## config.mk

```make
export PLATFORM = sky130hd
export DESIGN_NAME = crr_code_map
export DESIGN_NICKNAME = d
export VERILOG_FILES = /design/src/rtl/crr_pkg.sv /design/src/rtl/crr_range.sv /design/src/rtl/crr_code_map.sv
export SDC_FILE = /design/constraint.sdc
export NUM_CORES = 1
export LEC_CHECK = 0
export BUFFER_PORTS_ARGS = -buffer_cell sky130_fd_sc_hd__buf_2
export CORE_AREA = 2 2 86 88
export DETAILED_ROUTE_END_ITERATION = 8
export DIE_AREA = 0 0 88 90
export PLACE_DENSITY = 0.65
export RECOVER_POWER = 25
export SLEW_MARGIN = 15
export SYNTH_ARGS = -nofsm -noshare
export SYNTH_HDL_FRONTEND = slang
export SYNTH_HIERARCHICAL = 1
export SYNTH_SLANG_ARGS = --single-unit
```

## constraint.sdc

```tcl
create_clock -name i_clk_sys -period 1.7 [get_ports i_clk_sys]
set_clock_uncertainty 0.15 [all_clocks]
set_input_delay 0.085 -clock i_clk_sys [delete_from_list [all_inputs] [get_ports i_clk_sys]]
set_output_delay 0.085 -clock i_clk_sys [all_outputs]
set_load 0.005 [all_outputs]
```

## src/rtl/crr_pkg.sv

```systemverilog
package crr_pkg;

	// register map, byte addresses in the data area
	localparam logic [15:0] CRR_OFS_CONTROL = 16'h0FDE;
	localparam logic [15:0] CRR_OFS_COMMIT  = 16'h0FDF;
	localparam logic [15:0] CRR_OFS_STATUS  = 16'h0FDF;

	// field positions shared by control and status
	localparam int CRR_BIT_RAM_IN_CODE  = 1;
	localparam int CRR_BIT_VECTOR_RELOC = 2;

	// values after reset
	localparam logic [7:0] CRR_RST_CONTROL = 8'h00;
	localparam logic [7:0] CRR_RST_DATA    = 8'h00;
	localparam logic       CRR_RST_BIT     = 1'b0;

	// commit code that makes staged selects active
	localparam logic [7:0] CRR_COMMIT_CODE = 8'hD4;

	// opcode returned for unmapped fetches; plain default value
	localparam logic [7:0] CRR_SOFT_TRAP_OPCODE = 8'hFF;

	// ram window, same in code and data area
	localparam logic [15:0] CRR_RAM_LO = 16'h0040;
	localparam logic [15:0] CRR_RAM_HI = 16'h0C3F;
	localparam int          CRR_RAM_AW = 12;

	// flash window in the code area
	localparam logic [15:0] CRR_FLASH_LO = 16'h1000;
	localparam logic [15:0] CRR_FLASH_HI = 16'hFFFF;

	// vector tables, high (reloc off) and ram (reloc on) placement
	localparam logic [15:0] CRR_VCALL_HI_LO = 16'hFFA0;
	localparam logic [15:0] CRR_VCALL_HI_HI = 16'hFFBF;
	localparam logic [15:0] CRR_VINT_HI_LO  = 16'hFFC8;
	localparam logic [15:0] CRR_VINT_HI_HI  = 16'hFFFF;
	localparam logic [15:0] CRR_VCALL_RM_LO = 16'h01A0;
	localparam logic [15:0] CRR_VCALL_RM_HI = 16'h01BF;
	localparam logic [15:0] CRR_VINT_RM_LO  = 16'h01C8;
	localparam logic [15:0] CRR_VINT_RM_HI  = 16'h01FD;
	localparam logic [15:0] CRR_VRESET      = 16'hFFFE;

	// entries per interrupt table; the ram copy has no reset slot
	localparam logic [4:0] CRR_VINT_HI_CNT = 5'h1C;
	localparam logic [4:0] CRR_VINT_RM_CNT = 5'h1B;

	// kind of vector lookup
	typedef enum logic [1:0] {
		CRR_VEC_CALL  = 2'h0,
		CRR_VEC_INT   = 2'h1,
		CRR_VEC_RESET = 2'h2
	} crr_vec_kind_t;

	// an access request into one 64 kbyte area
	typedef struct packed {
		logic        valid;
		logic [15:0] addr;
	} crr_req_t;

	// select and offset towards one ram port
	typedef struct packed {
		logic                  sel;
		logic [CRR_RAM_AW-1:0] addr;
	} crr_mem_t;

	// vector lookup request
	typedef struct packed {
		logic          valid;
		crr_vec_kind_t kind;
		logic [4:0]    index;
	} crr_vec_t;

endpackage

```

## src/rtl/crr_range.sv

```systemverilog
`timescale 1ns/1ps
`default_nettype none

// inclusive address window compare
module crr_range #(
	parameter logic [15:0] LO = 16'h0000,
	parameter logic [15:0] HI = 16'hFFFF
) (
	// address under test
	input  wire logic [15:0] i_addr,
	// window hit
	output logic             o_hit
);

	assign o_hit = (i_addr >= LO) && (i_addr <= HI);

endmodule

`default_nettype wire

```

## src/rtl/crr_code_map.sv

```systemverilog
// Strobed register access is this design's own decision.
`timescale 1ns/1ps
`default_nettype none

// Notes on behaviour
// - code and data areas are separate 64 kbyte spaces chosen by access type.
// - after reset ram appears only in the data area, not in code.
// - committed ram select maps code fetches 0x0040-0x0C3F onto ram.
// - committed relocation moves call and interrupt vectors; reset stays high.
// - serial programming mode forces ram into code window regardless of select.
// - unmapped code window fetches return the soft trap opcode.
// - relocation off: call table 0xFFA0-0xFFBF, interrupts 0xFFC8-0xFFFF.
// - relocation on: call table 0x01A0-0x01BF, interrupts 0x01C8-0x01FD.
// - writing the staged ram select changes nothing until commit.
// - control bits 7..3 read zero; selects read back; reset zero.
// - commit register is write-only; only 0xD4 latches staged selects.
// - status register reports active committed selects, not staged ones.
module crr_code_map
	import crr_pkg::*;
(
	// clock, reset, enable
	input  wire logic        i_clk_sys,
	input  wire logic        i_rst_b,
	input  wire logic        i_ce,
	// register port
	input  wire logic [15:0] i_reg_addr,
	input  wire logic [7:0]  i_reg_wdata,
	input  wire logic        i_reg_wr,
	input  wire logic        i_reg_rd,
	output logic      [7:0]  o_reg_rdata,
	// operating mode
	input  wire logic        i_serial_prog,
	// instruction fetch from the cpu
	input  wire crr_req_t    i_fetch,
	output logic      [7:0]  o_fetch_data,
	output logic             o_fetch_valid,
	output logic      [1:0]  o_fetch_tbl,
	// code side memories
	output crr_mem_t         o_ram_code,
	input  wire logic [7:0]  i_ram_code_rdata,
	output logic             o_flash_sel,
	output logic      [15:0] o_flash_addr,
	input  wire logic [7:0]  i_flash_rdata,
	// data transfer access
	input  wire crr_req_t    i_data,
	output crr_mem_t         o_ram_data,
	// vector lookup
	input  wire crr_vec_t    i_vec,
	output logic      [15:0] o_vec_addr,
	output logic             o_vec_valid,
	output logic             o_vec_err,
	// effective mapping
	output logic             o_ram_in_code
);

	// staged selects, written by software
	logic        ram_in_code_stage_q;
	logic        vector_reloc_stage_q;
	// active selects, loaded only by commit
	logic        ram_in_code_active_q;
	logic        vector_reloc_active_q;
	// register read path
	logic [7:0]  rdata_d;
	logic [7:0]  rdata_q;
	// fetch return path
	logic [7:0]  fetch_data_d;
	logic [7:0]  fetch_data_q;
	logic        fetch_valid_q;
	logic [1:0]  fetch_tbl_d;
	logic [1:0]  fetch_tbl_q;
	// vector path
	logic [15:0] vec_addr_d;
	logic [15:0] vec_addr_q;
	logic        vec_err_d;
	logic        vec_err_q;
	logic        vec_valid_q;
	// decode terms
	logic        wr_control;
	logic        wr_commit;
	logic        commit_ok;
	logic        ram_map_en;
	logic        f_ram_hit;
	logic        f_flash_hit;
	logic        d_ram_hit;
	logic        vcall_hi_hit;
	logic        vint_hi_hit;
	logic        vcall_rm_hit;
	logic        vint_rm_hit;
	logic        vcall_hit;
	logic        vint_hit;
	logic [15:0] f_ram_ofs;
	logic [15:0] d_ram_ofs;

	// register write decode
	assign wr_control = i_reg_wr && (i_reg_addr == CRR_OFS_CONTROL);
	assign wr_commit  = i_reg_wr && (i_reg_addr == CRR_OFS_COMMIT);
	assign commit_ok  = wr_commit && (i_reg_wdata == CRR_COMMIT_CODE);

	// staged selects; these never steer the decode directly
	always_ff @(posedge i_clk_sys or negedge i_rst_b) begin
		if (!i_rst_b) begin
			ram_in_code_stage_q  <= CRR_RST_BIT;
			vector_reloc_stage_q <= CRR_RST_BIT;
		end else if (i_ce && wr_control) begin
			ram_in_code_stage_q  <= i_reg_wdata[CRR_BIT_RAM_IN_CODE];
			vector_reloc_stage_q <= i_reg_wdata[CRR_BIT_VECTOR_RELOC];
		end
	end

	// commit copies staged selects to the active pair
	// a write that stages and commits cannot collide: one strobe per cycle
	always_ff @(posedge i_clk_sys or negedge i_rst_b) begin
		if (!i_rst_b) begin
			ram_in_code_active_q  <= CRR_RST_BIT;
			vector_reloc_active_q <= CRR_RST_BIT;
		end else if (i_ce && commit_ok) begin
			ram_in_code_active_q  <= ram_in_code_stage_q;
			vector_reloc_active_q <= vector_reloc_stage_q;
		end
	end

	// serial programming overrides the select
	assign ram_map_en    = ram_in_code_active_q || i_serial_prog;
	assign o_ram_in_code = ram_map_en;

	// read mux; commit address reads back the status view
	always_comb begin
		rdata_d = CRR_RST_DATA;
		if (i_reg_addr == CRR_OFS_CONTROL) begin
			rdata_d[CRR_BIT_RAM_IN_CODE]  = ram_in_code_stage_q;
			rdata_d[CRR_BIT_VECTOR_RELOC] = vector_reloc_stage_q;
		end else if (i_reg_addr == CRR_OFS_STATUS) begin
			rdata_d[CRR_BIT_RAM_IN_CODE]  = ram_in_code_active_q;
			rdata_d[CRR_BIT_VECTOR_RELOC] = vector_reloc_active_q;
		end
	end

	// read data stands one cycle after the strobe only
	always_ff @(posedge i_clk_sys or negedge i_rst_b) begin
		if (!i_rst_b) begin
			rdata_q <= CRR_RST_DATA;
		end else if (i_ce) begin
			rdata_q <= i_reg_rd ? rdata_d : CRR_RST_DATA;
		end
	end
	assign o_reg_rdata = rdata_q;

	// code area windows
	crr_range #(
		.LO (CRR_RAM_LO),
		.HI (CRR_RAM_HI)
	) u_f_ram (
		.i_addr (i_fetch.addr),
		.o_hit  (f_ram_hit)
	);

	crr_range #(
		.LO (CRR_FLASH_LO),
		.HI (CRR_FLASH_HI)
	) u_f_flash (
		.i_addr (i_fetch.addr),
		.o_hit  (f_flash_hit)
	);

	// data area ram window, independent of code mapping
	crr_range #(
		.LO (CRR_RAM_LO),
		.HI (CRR_RAM_HI)
	) u_d_ram (
		.i_addr (i_data.addr),
		.o_hit  (d_ram_hit)
	);

	// vector table windows, both placements
	crr_range #(
		.LO (CRR_VCALL_HI_LO),
		.HI (CRR_VCALL_HI_HI)
	) u_vcall_hi (
		.i_addr (i_fetch.addr),
		.o_hit  (vcall_hi_hit)
	);

	crr_range #(
		.LO (CRR_VINT_HI_LO),
		.HI (CRR_VINT_HI_HI)
	) u_vint_hi (
		.i_addr (i_fetch.addr),
		.o_hit  (vint_hi_hit)
	);

	crr_range #(
		.LO (CRR_VCALL_RM_LO),
		.HI (CRR_VCALL_RM_HI)
	) u_vcall_rm (
		.i_addr (i_fetch.addr),
		.o_hit  (vcall_rm_hit)
	);

	crr_range #(
		.LO (CRR_VINT_RM_LO),
		.HI (CRR_VINT_RM_HI)
	) u_vint_rm (
		.i_addr (i_fetch.addr),
		.o_hit  (vint_rm_hit)
	);

	// table hits follow the active relocation select
	assign vcall_hit = vector_reloc_active_q ? vcall_rm_hit
	                                         : vcall_hi_hit;
	assign vint_hit  = vector_reloc_active_q ? vint_rm_hit
	                                         : vint_hi_hit;

	// ram offsets from the window base
	assign f_ram_ofs = i_fetch.addr - CRR_RAM_LO;
	assign d_ram_ofs = i_data.addr - CRR_RAM_LO;

	// code fetch routing; the ram port is a separate space from data
	assign o_ram_code.sel  = i_fetch.valid && f_ram_hit && ram_map_en;
	assign o_ram_code.addr = f_ram_ofs[CRR_RAM_AW-1:0];
	assign o_flash_sel     = i_fetch.valid && f_flash_hit;
	assign o_flash_addr    = i_fetch.addr;

	// data transfers always reach ram in its window
	assign o_ram_data.sel  = i_data.valid && d_ram_hit;
	assign o_ram_data.addr = d_ram_ofs[CRR_RAM_AW-1:0];

	// fetch return byte; holes and the unmapped window give the trap
	always_comb begin
		fetch_data_d = CRR_SOFT_TRAP_OPCODE;
		if (f_ram_hit && ram_map_en) begin
			fetch_data_d = i_ram_code_rdata;
		end else if (f_flash_hit) begin
			fetch_data_d = i_flash_rdata;
		end
		fetch_tbl_d = {vint_hit, vcall_hit};
	end

	// fetch data registered one cycle after the request
	always_ff @(posedge i_clk_sys or negedge i_rst_b) begin
		if (!i_rst_b) begin
			fetch_data_q  <= CRR_RST_DATA;
			fetch_tbl_q   <= 2'h0;
			fetch_valid_q <= 1'b0;
		end else if (i_ce) begin
			fetch_valid_q <= i_fetch.valid;
			if (i_fetch.valid) begin
				fetch_data_q <= fetch_data_d;
				fetch_tbl_q  <= fetch_tbl_d;
			end
		end
	end
	assign o_fetch_data  = fetch_data_q;
	assign o_fetch_tbl   = fetch_tbl_q;
	assign o_fetch_valid = fetch_valid_q;

	// vector address: base plus two bytes per entry
	// the reset vector ignores relocation so a bad ram image cannot brick boot
	always_comb begin
		vec_addr_d = CRR_VRESET;
		vec_err_d  = 1'b0;
		unique case (i_vec.kind)
			CRR_VEC_CALL: begin
				vec_addr_d = (vector_reloc_active_q ? CRR_VCALL_RM_LO
				                                    : CRR_VCALL_HI_LO)
				             + {11'h000, i_vec.index[3:0], 1'b0};
				vec_err_d  = i_vec.index[4];
			end
			CRR_VEC_INT: begin
				vec_addr_d = (vector_reloc_active_q ? CRR_VINT_RM_LO
				                                    : CRR_VINT_HI_LO)
				             + {10'h000, i_vec.index, 1'b0};
				vec_err_d  = vector_reloc_active_q
				             ? (i_vec.index >= CRR_VINT_RM_CNT)
				             : (i_vec.index >= CRR_VINT_HI_CNT);
			end
			CRR_VEC_RESET: begin
				vec_addr_d = CRR_VRESET;
			end
			default: begin
				vec_addr_d = CRR_VRESET;
				vec_err_d  = 1'b1;
			end
		endcase
	end

	// vector result registered one cycle after the lookup
	always_ff @(posedge i_clk_sys or negedge i_rst_b) begin
		if (!i_rst_b) begin
			vec_addr_q  <= CRR_VRESET;
			vec_err_q   <= 1'b0;
			vec_valid_q <= 1'b0;
		end else if (i_ce) begin
			vec_valid_q <= i_vec.valid;
			if (i_vec.valid) begin
				vec_addr_q <= vec_addr_d;
				vec_err_q  <= vec_err_d;
			end
		end
	end
	assign o_vec_addr  = vec_addr_q;
	assign o_vec_err   = vec_err_q;
	assign o_vec_valid = vec_valid_q;

endmodule

`default_nettype wire

```

==> results of run 1 <==
==> worst reg2reg max path: stages (launching register included) <==
cell	delay, ns
dfrtp_1	0.44
inv_1	0.10
ha_1	0.30
a21oi_1	0.14
o21ai_0	0.10
nand2_1	0.08
==> area by class of cell <==
cell class                 count  area, um^2
tap                           99         124
sequential                    32         817
multi-input combinational    175        1140
clock buffer                   6        82.6
timing repair buffer         177         983
inverter                      15        56.3
clock inverter                 2        10.0
fill                         725        3810
==> how the worst max path moves through the flow <==
| stage | from | cells past startpoint | slack (ns) | endpoint |
|---|---|---|---|---|
| 2_1_floorplan | i_fetch[15] | 7 | 0.004 | o_fetch_data[4]$_DFFE_PN0P_ |
| 3_3_place_gp | i_fetch[15] | 8 | -0.17 | o_fetch_data[5]$_DFFE_PN0P_ |
| 3_5_place_dp | i_fetch[15] | 8 | -0.24 | o_fetch_data[6]$_DFFE_PN0P_ |
| 4_1_cts | i_fetch[14] | 5 | 0.07 | o_flash_sel |
| 5_1_grt | i_fetch[14] | 5 | 0.02 | o_flash_sel |
| 6_report | i_fetch[14] | 5 | 0.08 | o_flash_sel |
==> state kept, by name, summed over array words and instances (netlist names) <==
name	cells
o_vec_addr	13
o_fetch_data	8
o_fetch_tbl	2
o_reg_rdata	2
o_fetch_valid	1
o_vec_err	1
o_vec_valid	1
ram_in_code_active_q	1
ram_in_code_stage_q	1
vector_reloc_active_q	1
vector_reloc_stage_q	1
==> Yosys cell counts (3+ instances only) <==
| library cell | number | area share |
|---|---|---|
| nor3_1 | 4 | 0.0087 |
| dfrtp_1 | 19 | 0.21 |
| nand4b_1 | 3 | 0.011 |
| nor4_1 | 3 | 0.0082 |
| clkbuf_1 | 6 | 0.0098 |
| mux2i_1 | 4 | 0.017 |
| dfstp_2 | 13 | 0.15 |
| a21oi_1 | 4 | 0.0087 |
| nand2_1 | 28 | 0.046 |
| o21ai_0 | 28 | 0.061 |
| inv_1 | 15 | 0.025 |
| nand4_1 | 6 | 0.016 |
| nand3_1 | 5 | 0.011 |
| xnor2_1 | 4 | 0.015 |
| xor2_1 | 5 | 0.019 |
| mux2_2 | 4 | 0.020 |
| nor2_1 | 12 | 0.020 |
| o22a_1 | 3 | 0.011 |
| buf_4 | 37 | 0.12 |
| or4_1 | 4 | 0.013 |
| nor4_2 | 3 | 0.016 |
| nand3b_1 | 9 | 0.029 |
| a31oi_1 | 4 | 0.011 |
| ha_1 | 6 | 0.033 |
==> power by group <==
group          leakage (nW)  switching (mW)  internal, mW
clock network        0.0510           0.280         0.323
registers             0.382          0.0298         0.842
logic                  1.10           0.248         0.250
total                  1.53           0.558          1.41
==> logic make-up (layout without fill, tap and decap cells) <==
logic type,after synthesis,count (layout),synth area share
AO/OA/AOI/OAI,54,54,0.144
XOR/XNOR,9,9,0.0343
adder cells (fa/ha/maj),6,6,0.0327
buffers and inverters,60,200,0.160
flip-flops,32,32,0.356
multiplexers,8,8,0.0371
other,1,7,0.00163
AND/OR/NAND/NOR,91,91,0.234
==> routing by layer <==
metal,vias up,wire (um),track usage,part of all wire
met5,-,0,0,0
met4,0,110,0.0462,0.017
met3,12,583,0.0422,0.092
met2,117,3110,0.282,0.49
met1,1086,2520,0.172,0.40
li1,1174,-,-,-
==> per-stage QoR <==
step                 util  setup WS (ns)
finish              0.458         0.0829
CTS                 0.462         0.0691
floorplan               -        0.00435
global placement    0.423         -0.166
detailed placement  0.423         -0.235
global route        0.458         0.0193
==> repair_timing <==
item | 4_1_cts | 5_1_grt
hold buffers | 18 | 0
setup buffers | 0 | 0
endpoints found under the setup margin | 0 | 8
hold endpoints to repair | 36 | 0
gates resized for setup | 0 | 1
==> run metrics, run 1 <==
most frequent cells in the layout buf_2 (133), nand2_1 (28), o21ai_0 (28), dfrtp_1 (19); clock root buffer clkbuf_8; Setup TNS 0 ns; port bufs 146; crit-path most repeated cell buf_2; worst skew pair latency ~0.28 ns; max-slew violation count 0; Initial Utilization 0.327; Finished Layout Cells roughly 510; row cnt 31; Min-Delay Path Class primary input to flip-flop; pwr dens 614 nW/um^2; measured slew at the worst slew-check pin 0.706 ns; Core Region 7020 um^2; H-tree depth 2; max-capacitance violation count 0; hold depth 3; Final Hold Vio Count 0; vias in the first global route around 2200; pin count of the biggest net entering global routing 33; Setup crit start kind primary input; Synth async-reset ratio 1.00; Max IR drop VDD ~0.23 mV; Max Fclk between 0.6 and 0.7 GHz; family with the most delay on the worst path simple AND/OR/NAND/NOR gates; RR Endpoint o_vec_addr[9]$_DFFE_PN1P_; Seq/Total Area, Yosys 0.356; synth unique cells 49; end of the worst hold path o_vec_addr[3]$_DFFE_PN1P_; Critical Path Max Stage Delay 0.71 ns; post-synthesis cell area 2290 um^2; Crit path arrival time roughly 1.4 ns; endpoints failing setup 0; status finished, final reports clean; ANT cells 0; crit path buf inv count 3; Wirelength per Cell ~13 um; Die X a little under 90 um; Vias between 2000 and 2500; Vias/cell between 4 and 5; final hold slack about 0.014 ns; Yosys warning count 6; Area Overhead vs Synth 40.0%; Ports 169; total CTS buffers 5; hold_sp i_vec[2]; Post-synth EDFFs 0; drt initial violations 60; DRC 0; Crit Path Max Fanout 9; worst r2r path cells 5; clk sinks 32; R2R Setup Slk 0.34 ns; routability-driven placement congestion ratio 0.772; min Tclk post-route 1.62 ns; ys flop type dfrtp_1; first-pass GRT wire length about 9900 um; syn avg cell area between 8 and 9 um^2; Post-DP HPWL ~5000 um; dpl cells 480; critical-path cell with the highest stage delay or4_1; Final ANT Viol Nets 0; initial antenna violation count 0; fin nets 500; layout cells sized above 1 0.430; post-place instance area approximately 3000 um^2; final instance area between 3000 and 4000 um^2; crit end category output port; commonest non-fill, non-tap cell in the layout buf_2; critical path class primary input to output port; DRT Pass-1 Iters 6; All-Layer GR Usage 0.155; fin crit share 0.951; crit path cell chain buf_2 > buf_4 > or4_1 > and2_1 > buf_2; Die Ht around 90 um; RSZ-0062 raised after global routing false; clock buffer depth 2; WP data required between 1 and 1.5 ns; die footprint 7920 um^2; Clock Pin Slew Worst Setup and Hold Paths around 0.07 ns; Congestion Overflow GR 0; post-synthesis cell count between 200 and 300; Overall Power just under 2 mW; CTS tree built; Yosys reg bits 32; Routed WL 6330 um; Slew Limit Headroom 0.530; Pleak roughly 1.5 nW; reg2reg start vector_reloc_active_q$_DFFE_PN0P_
No activity file was read; power rests on OpenSTA's default activity.
==> run 2: changes to the inputs <==
--- a/config.mk
+++ b/config.mk
@@ -9,6 +9,7 @@
 export CORE_AREA = 2 2 86 88
 export DETAILED_ROUTE_END_ITERATION = 8
 export DIE_AREA = 0 0 88 90
+export GPL_TIMING_DRIVEN = 0
 export PLACE_DENSITY = 0.65
 export RECOVER_POWER = 25
 export SLEW_MARGIN = 15
==> run metrics, run 2 (synthesis gave the netlist of run 1 again) <==
final core utilization 0.499 (+0.0417); fin crit share 0.944 (-0.00694); port bufs 153 (+4.8%); uppermost layer routed met4; worst skew pair latency 0.27 ns (about the same); Die X 88 um (unchanged); Pleak 1.72 nW (+12%); row cnt 31 (unchanged); Ports 169 (unchanged); critical-path cell with the highest stage delay or4_1; Critical Path Max Stage Delay 0.55 ns (-0.16 ns); Final Hold Vio Count 0 (unchanged); post-place instance area 3210 um^2 (+8.0%); Congestion Overflow GR 0 (unchanged); crit path buf inv count 2 (-1); first-pass GRT wire length 10500 um (+6.3%); Sw Share 0.276 (-0.00704); Area Overhead vs Synth 52.8%; Largest register FFs 13 (unchanged); multi-input logic area 1140 um^2 (+0.33%); Setup crit start kind primary input; met2 WL post-DR 3230 um (+3.8%); All-Layer GR Usage 0.163 (+0.00798); Slew Limit Headroom 0.535 (+0.00556); share of power burned in combinational logic 0.276 (+0.023); Initial Utilization 0.327 (unchanged); fin nets 542 (+8.4%); clk sinks 32 (unchanged); Crit path arrival time 1.37 ns (about the same); DRT Pass-1 Iters 4 (-2); crit path cell chain clkbuf_1 > or4_1 > a221oi_2 > and3_1 > buf_2; max-slew violation count 0 (unchanged); Core Region 7020 um^2 (unchanged); Vias/cell 4.68 (-0.98%); crit end category output port; Max IR drop VDD 0.283 mV (+24%); total CTS buffers 5 (unchanged); endpoints failing setup 0 (unchanged); pin count of the biggest net entering global routing 33 (unchanged); H-tree depth 2 (unchanged); Wirelength per Cell 12.0 um (-4.0%); DRT met1 WL 2610 um (+3.4%); sequential power share 0.429 (-0.013); # fillers 715 (-1.4%); initial antenna violation count 0 (unchanged); Min-Delay Path Class primary input to flip-flop; Vias 2562 (+7.2%); Post-DP HPWL 5170 um (+3.8%); DRC 0 (unchanged); Register Area 817 um^2 (unchanged); clock buffer depth 2 (unchanged); critical path class primary input to output port; measured slew at the worst slew-check pin 0.697 ns (-0.00834 ns); status finished, final reports clean; Die Ht 90 um (unchanged); commonest non-fill, non-tap cell in the layout buf_2; min Tclk post-route 1.61 ns (-0.0118 ns); CTS tree built; switching power summed over all nets 0.560 mW (+0.44%); Crit Path Max Fanout 7 (-2); family with the most delay on the worst path simple AND/OR/NAND/NOR gates; most frequent cells in the layout buf_2 (140), nand2_1 (28), buf_4 (26), o21ai_0 (24); Final ANT Viol Nets 0 (unchanged); Max Fclk 0.623 GHz (+0.74%); die footprint 7920 um^2 (unchanged); ANT cells 0 (unchanged); internal power 1.47 mW (+4.0%); final instance area 3510 um^2 (+9.1%); Routed WL 6580 um (+4.0%); clock power share 0.294 (-0.011); WP data required 1.46 ns (about the same); vias in the first global route 2484 (+11%); clock root buffer clkbuf_8; drt initial violations 52 (-13%); max-capacitance violation count 0 (unchanged); RSZ-0062 raised after global routing false; routability-driven placement congestion ratio 0.814 (+5.5%); layout cells sized above 1 0.472 (+0.0422); WL met3 625 um (+7.2%); Clock Pin Slew Worst Setup and Hold Paths 0.07 ns (about the same); pwr dens 580 nW/um^2 (-5.6%)
## run 2: tightest hold or removal path, cell delays in order
cell     delay [ns]
buf_2          0.14
nand2_1        0.10
o21ai_0        0.08
## run 2: power groups by stage
| stage | registers, mW | clock network (mW) | logic, mW |
|---|---|---|---|
| 2_1_floorplan | 0.891 | 0 | 0.224 |
| 3_3_place_gp | 0.884 | 0 | 0.525 |
| 3_5_place_dp | 0.887 | 0 | 0.533 |
| 4_1_cts | 0.873 | 0.619 | 0.574 |
| 5_1_grt | 0.881 | 0.656 | 0.631 |
| 6_report | 0.872 | 0.598 | 0.561 |
## run 2: timing repair
action | 4_1_cts | 5_1_grt
hold endpoints to repair | 39 | 0
hold buffers | 21 | 0
pin swaps | 0 | 1
setup endpoints to repair | 8 | 8
gates resized for setup | 2 | 7
setup buffers | 1 | 0
## run 2: metrics by stage
stage               worst slack, ns  cells  setup TNS (ns)  power, mW  hold WS, ns
floorplan                   0.00435    267               0       1.11       -0.361
global placement             -0.551    519           -4.01       1.41       0.0263
detailed placement           -0.576    519           -4.31       1.42       0.0306
CTS                          0.0224    549               0       2.07       0.0104
global route                 0.0167    548               0       2.17       0.0288
finish                       0.0947    548               0       2.03       0.0167
## run 2: final cells by class
type,count,share of cell area
timing repair buffer,175,0.275
tap,99,0.0353
inverter,15,0.0161
clock buffer,8,0.0257
multi-input combinational,175,0.326
buffer,44,0.0885
sequential,32,0.233
## run 2: final timing paths
path	from	endpoint	slack (ns)	cells past startpoint
worst max-delay path	i_fetch[14]	o_ram_code[12]	0.09	5
worst min register to register	o_vec_addr[1]$_DFFE_PN1P_	o_vec_addr[1]$_DFFE_PN1P_	0.30	2
worst max register to register	vector_reloc_active_q$_DFFE_PN0P_	o_vec_addr[9]$_DFFE_PN1P_	0.17	5
max in group asynchronous	i_rst_b	o_fetch_tbl[0]$_DFFE_PN0P_	0.72	2
worst min-delay path	i_ce	o_fetch_data[0]$_DFFE_PN0P_	0.02	3
min in group asynchronous	i_rst_b	o_fetch_data[7]$_DFFE_PN0P_	0.23	2
## run 2: per-layer routing
layer  track usage  vias up
met5             0        -
met4        0.0462        0
met3        0.0533       14
met2         0.294      124
met1         0.180     1166
li1              -     1258
==> run 3: changes to the inputs <==
--- a/config.mk
+++ b/config.mk
@@ -5,12 +5,13 @@
 export SDC_FILE = /design/constraint.sdc
 export NUM_CORES = 1
 export LEC_CHECK = 0
+export ABC_AREA = 1
 export BUFFER_PORTS_ARGS = -buffer_cell sky130_fd_sc_hd__buf_2
-export CORE_AREA = 2 2 86 88
+export CORE_AREA = 2 2 91 93
 export DETAILED_ROUTE_END_ITERATION = 8
-export DIE_AREA = 0 0 88 90
+export DIE_AREA = 0 0 93 95
 export GPL_TIMING_DRIVEN = 0
-export PLACE_DENSITY = 0.65
+export PLACE_DENSITY = 0.64
 export RECOVER_POWER = 25
 export SLEW_MARGIN = 15
 export SYNTH_ARGS = -nofsm -noshare
==> run metrics, run 3 <==
reg2reg start vector_reloc_active_q$_DFFE_PN0P_; Largest register FFs 13 (unchanged); die footprint 8840 um^2 (+12%); Area Overhead vs Synth 48.0%; critical-path cell with the highest stage delay dlygate4sd3_1; worst r2r path cells 6 (+1); Core Region 7930 um^2 (+13%); worst skew pair latency 0.28 ns (about the same); post-synthesis cell count 380 (+46%); critical path class primary input to flip-flop; most common cell in the netlist nand2_1; crit end category flip-flop; largest family of logic cells by synthesized area simple AND/OR/NAND/NOR gates; final core utilization 0.491 (-0.00790); crit path to o_vec_addr[9]$_DFFE_PN1P_; pin count of the biggest net entering global routing 33 (unchanged); syn avg cell area 6.93 um^2 (-21%); endpoints failing setup 0 (unchanged); Initial Utilization 0.332 (+0.00521); pwr dens 562 nW/um^2 (-3.1%); Min-Delay Path Class primary input to flip-flop; routability-driven placement congestion ratio 0.852 (+4.6%); Critical path origin i_vec[2]; Wirelength per Cell 10.7 um (-11%); hold_sp i_reg_addr[0]; port bufs 154 (+0.65%); Yosys reg bits 32 (unchanged); Max IR drop VDD 0.299 mV (+5.8%); CTS tree built; Crit path arrival time 1.68 ns (+0.31 ns); drt initial violations 54 (+3.8%); largest area contributor in the netlist dfrtp_1; Setup TNS 0 ns (unchanged); Seq/Total Area, Yosys 0.310 (-0.0457); Die Ht 95 um (+5.6%); total CTS buffers 5 (unchanged); Slew Limit Headroom 0.540 (+0.00489); min Tclk post-route 1.60 ns (-0.00456 ns); row cnt 33 (+6.5%); R2R Setup Slk 0.35 ns (+0.18 ns); first-pass GRT wire length 11100 um (+5.7%); Vias/cell 4.31 (-7.9%); clk sinks 32 (unchanged); fin nets 669 (+23%); ys flop type dfrtp_1; All-Layer GR Usage 0.158 (-0.00538); layout cells sized above 1 0.385 (-0.0867); RSZ-0062 raised after global routing false; Die X 93 um (+5.7%); met2 GRT Util 0.300 (+0.00656); initial antenna violation count 0 (unchanged); Synth top cells by count nand2_1 (114), inv_1 (50), nor2_1 (40); busiest grt layer met2; Setup crit start kind primary input; Setup Fix Bufs, Post-CTS 0 (-1); measured slew at the worst slew-check pin 0.690 ns (-0.00734 ns); Synth async-reset ratio 1.00 (unchanged); synth unique cells 34 (-31%); Vias 2932 (+14%); status finished, final reports clean; commonest non-fill, non-tap cell in the layout buf_2; Routed WL 7280 um (+11%); Crit Path Max Fanout 4 (-3); top cells by area, synth dfrtp_1 (18%), nand2_1 (16%), dfstp_2 (13%), buf_4 (11%), inv_1 (7.1%); max-capacitance violation count 0 (unchanged); multiplexer area fraction after synthesis 0 (-0.0371); Ports 169 (unchanged); crit path cell chain dlygate4sd3_1 > buf_2 > ha_2 > ha_1 > inv_1 > ha_1 > o21ai_1 > nand2_1 > nand2_1; Synth Area in Adders 0.0285 (-0.00420); Post-synth EDFFs 0 (unchanged); simple-gate share of the synthesized area 0.349 (+0.115); Final Hold Vio Count 0 (unchanged); fin crit share 0.942 (-0.00269); top cell type's share of synthesized area 0.181 (-0.0266); most frequent cells in the layout buf_2 (140), nand2_1 (114), inv_1 (50), nor2_1 (42), dlygate4sd3_1 (28); Max Fclk 0.625 GHz (+0.29%); DRC 0 (unchanged); post-synthesis cell area 2630 um^2 (+15%); vias in the first global route 2574 (+3.6%); clock root buffer clkbuf_8; RR Endpoint o_vec_addr[9]$_DFFE_PN1P_; max-slew violation count 0 (unchanged); Final ANT Viol Nets 0 (unchanged); Compound-Gate Fraction of Synth Area 0.0827 (-0.0618); Yosys warning count 6 (unchanged); Pleak 2.17 nW (+26%); Post-DP HPWL 5640 um (+9.3%); Critical Path Max Stage Delay 0.54 ns (about the same); clock buffer depth 2 (unchanged); WP data required 1.78 ns (+0.32 ns); met1 Use GR 0.179 (-0.000530); DRT Pass-1 Iters 4 (unchanged); ANT cells 0 (unchanged); global routing usage on met3 0.0335 (-0.0197); Congestion Overflow GR 0 (unchanged); H-tree depth 2 (unchanged); XOR/XNOR Fraction of Synth Area 0.0266 (-0.00774); Clock Pin Slew Worst Setup and Hold Paths 0.07 ns (about the same)
-- run 3: cell types whose count changed after synthesis, moves of 6 or more --
cell      delta
o21ai_0     -22
a21oi_1      +6
o21ai_1      +6
o211ai_1     +9
nor2_2       +9
nand3_1      +7
inv_1       +35
nand2_1     +86
nor2_1      +28
clkbuf_1     -6
-- run 3: cell families (layout without fill, tap and decap cells) --
| family | Yosys count | in the layout |
|---|---|---|
| flops | 32 | 32 |
| fa+ha+maj | 6 | 6 |
| xor+xnor | 8 | 8 |
| other cells | 1 | 7 |
| simple gates | 201 | 201 |
| compound gates | 36 | 36 |
| buf+inv | 96 | 286 |
-- run 3: final cells by class --
cell class	count	area, um^2
Buffer	43	332
Inverter	53	199
Fill cell	825	4030
Timing Repair Buffer	182	1030
Clock buffer	6	82.6
Tap cell	105	131
Sequential cell	32	817
Clock inverter	2	10.0
Multi-Input combinational cell	258	1290
-- run 3: critical path, delay by kind of cell --
family / cells / cell delay [ns]
buffers and inverters: 3 / 0.75
AOI/OAI and AO/OA: 1 / 0.13
adders and majority gates: 3 / 0.61
and+or+nand+nor: 2 / 0.11
-- run 3: timing repair --
action	CTS	global route
resized for setup	0	1
hold buffers	28	0
endpoints found under the setup margin	0	1
hold endpoints to repair	39	0
-- run 3: report_power, final --
group	switching (mW)	internal (mW)
logic	0.320	0.352
clock network	0.285	0.323
registers	0.0419	0.866
total	0.647	1.54
-- run 3: metrics by stage --
step / std cells / setup WS, ns / cell area, um^2 / total power, mW / hold slack [ns]
floorplan: 386 / 0.434 / 2660 / 1.22 / -0.361
global placement: 645 / 0.184 / 3560 / 1.54 / 0.0219
detailed placement: 645 / 0.172 / 3560 / 1.56 / 0.0348
CTS: 681 / 0.0814 / 3930 / 2.22 / 0.0109
global route: 681 / 0.00156 / 3900 / 2.34 / 0.0284
finish: 681 / 0.0992 / 3900 / 2.19 / 0.0166
-- run 3: worst min path at each step --
| stage | end | cells after the start |
|---|---|---|
| after floorplan | o_fetch_data[0]$_DFFE_PN0P_ | 0 |
| after global placement | o_vec_err$_DFFE_PN0P_ | 1 |
| after detailed placement | o_vec_err$_DFFE_PN0P_ | 1 |
| after CTS | vector_reloc_active_q$_DFFE_PN0P_ | 5 |
| after global routing | vector_reloc_active_q$_DFFE_PN0P_ | 5 |
| final | vector_reloc_active_q$_DFFE_PN0P_ | 5 |
-- run 3: routing by layer --
metal,up-vias,part of all wire,wire length (um)
met2,92,0.54,3910
met3,9,0.055,402
li1,1523,-,-
met5,-,0,0
met1,1308,0.40,2910
met4,0,0.0080,58
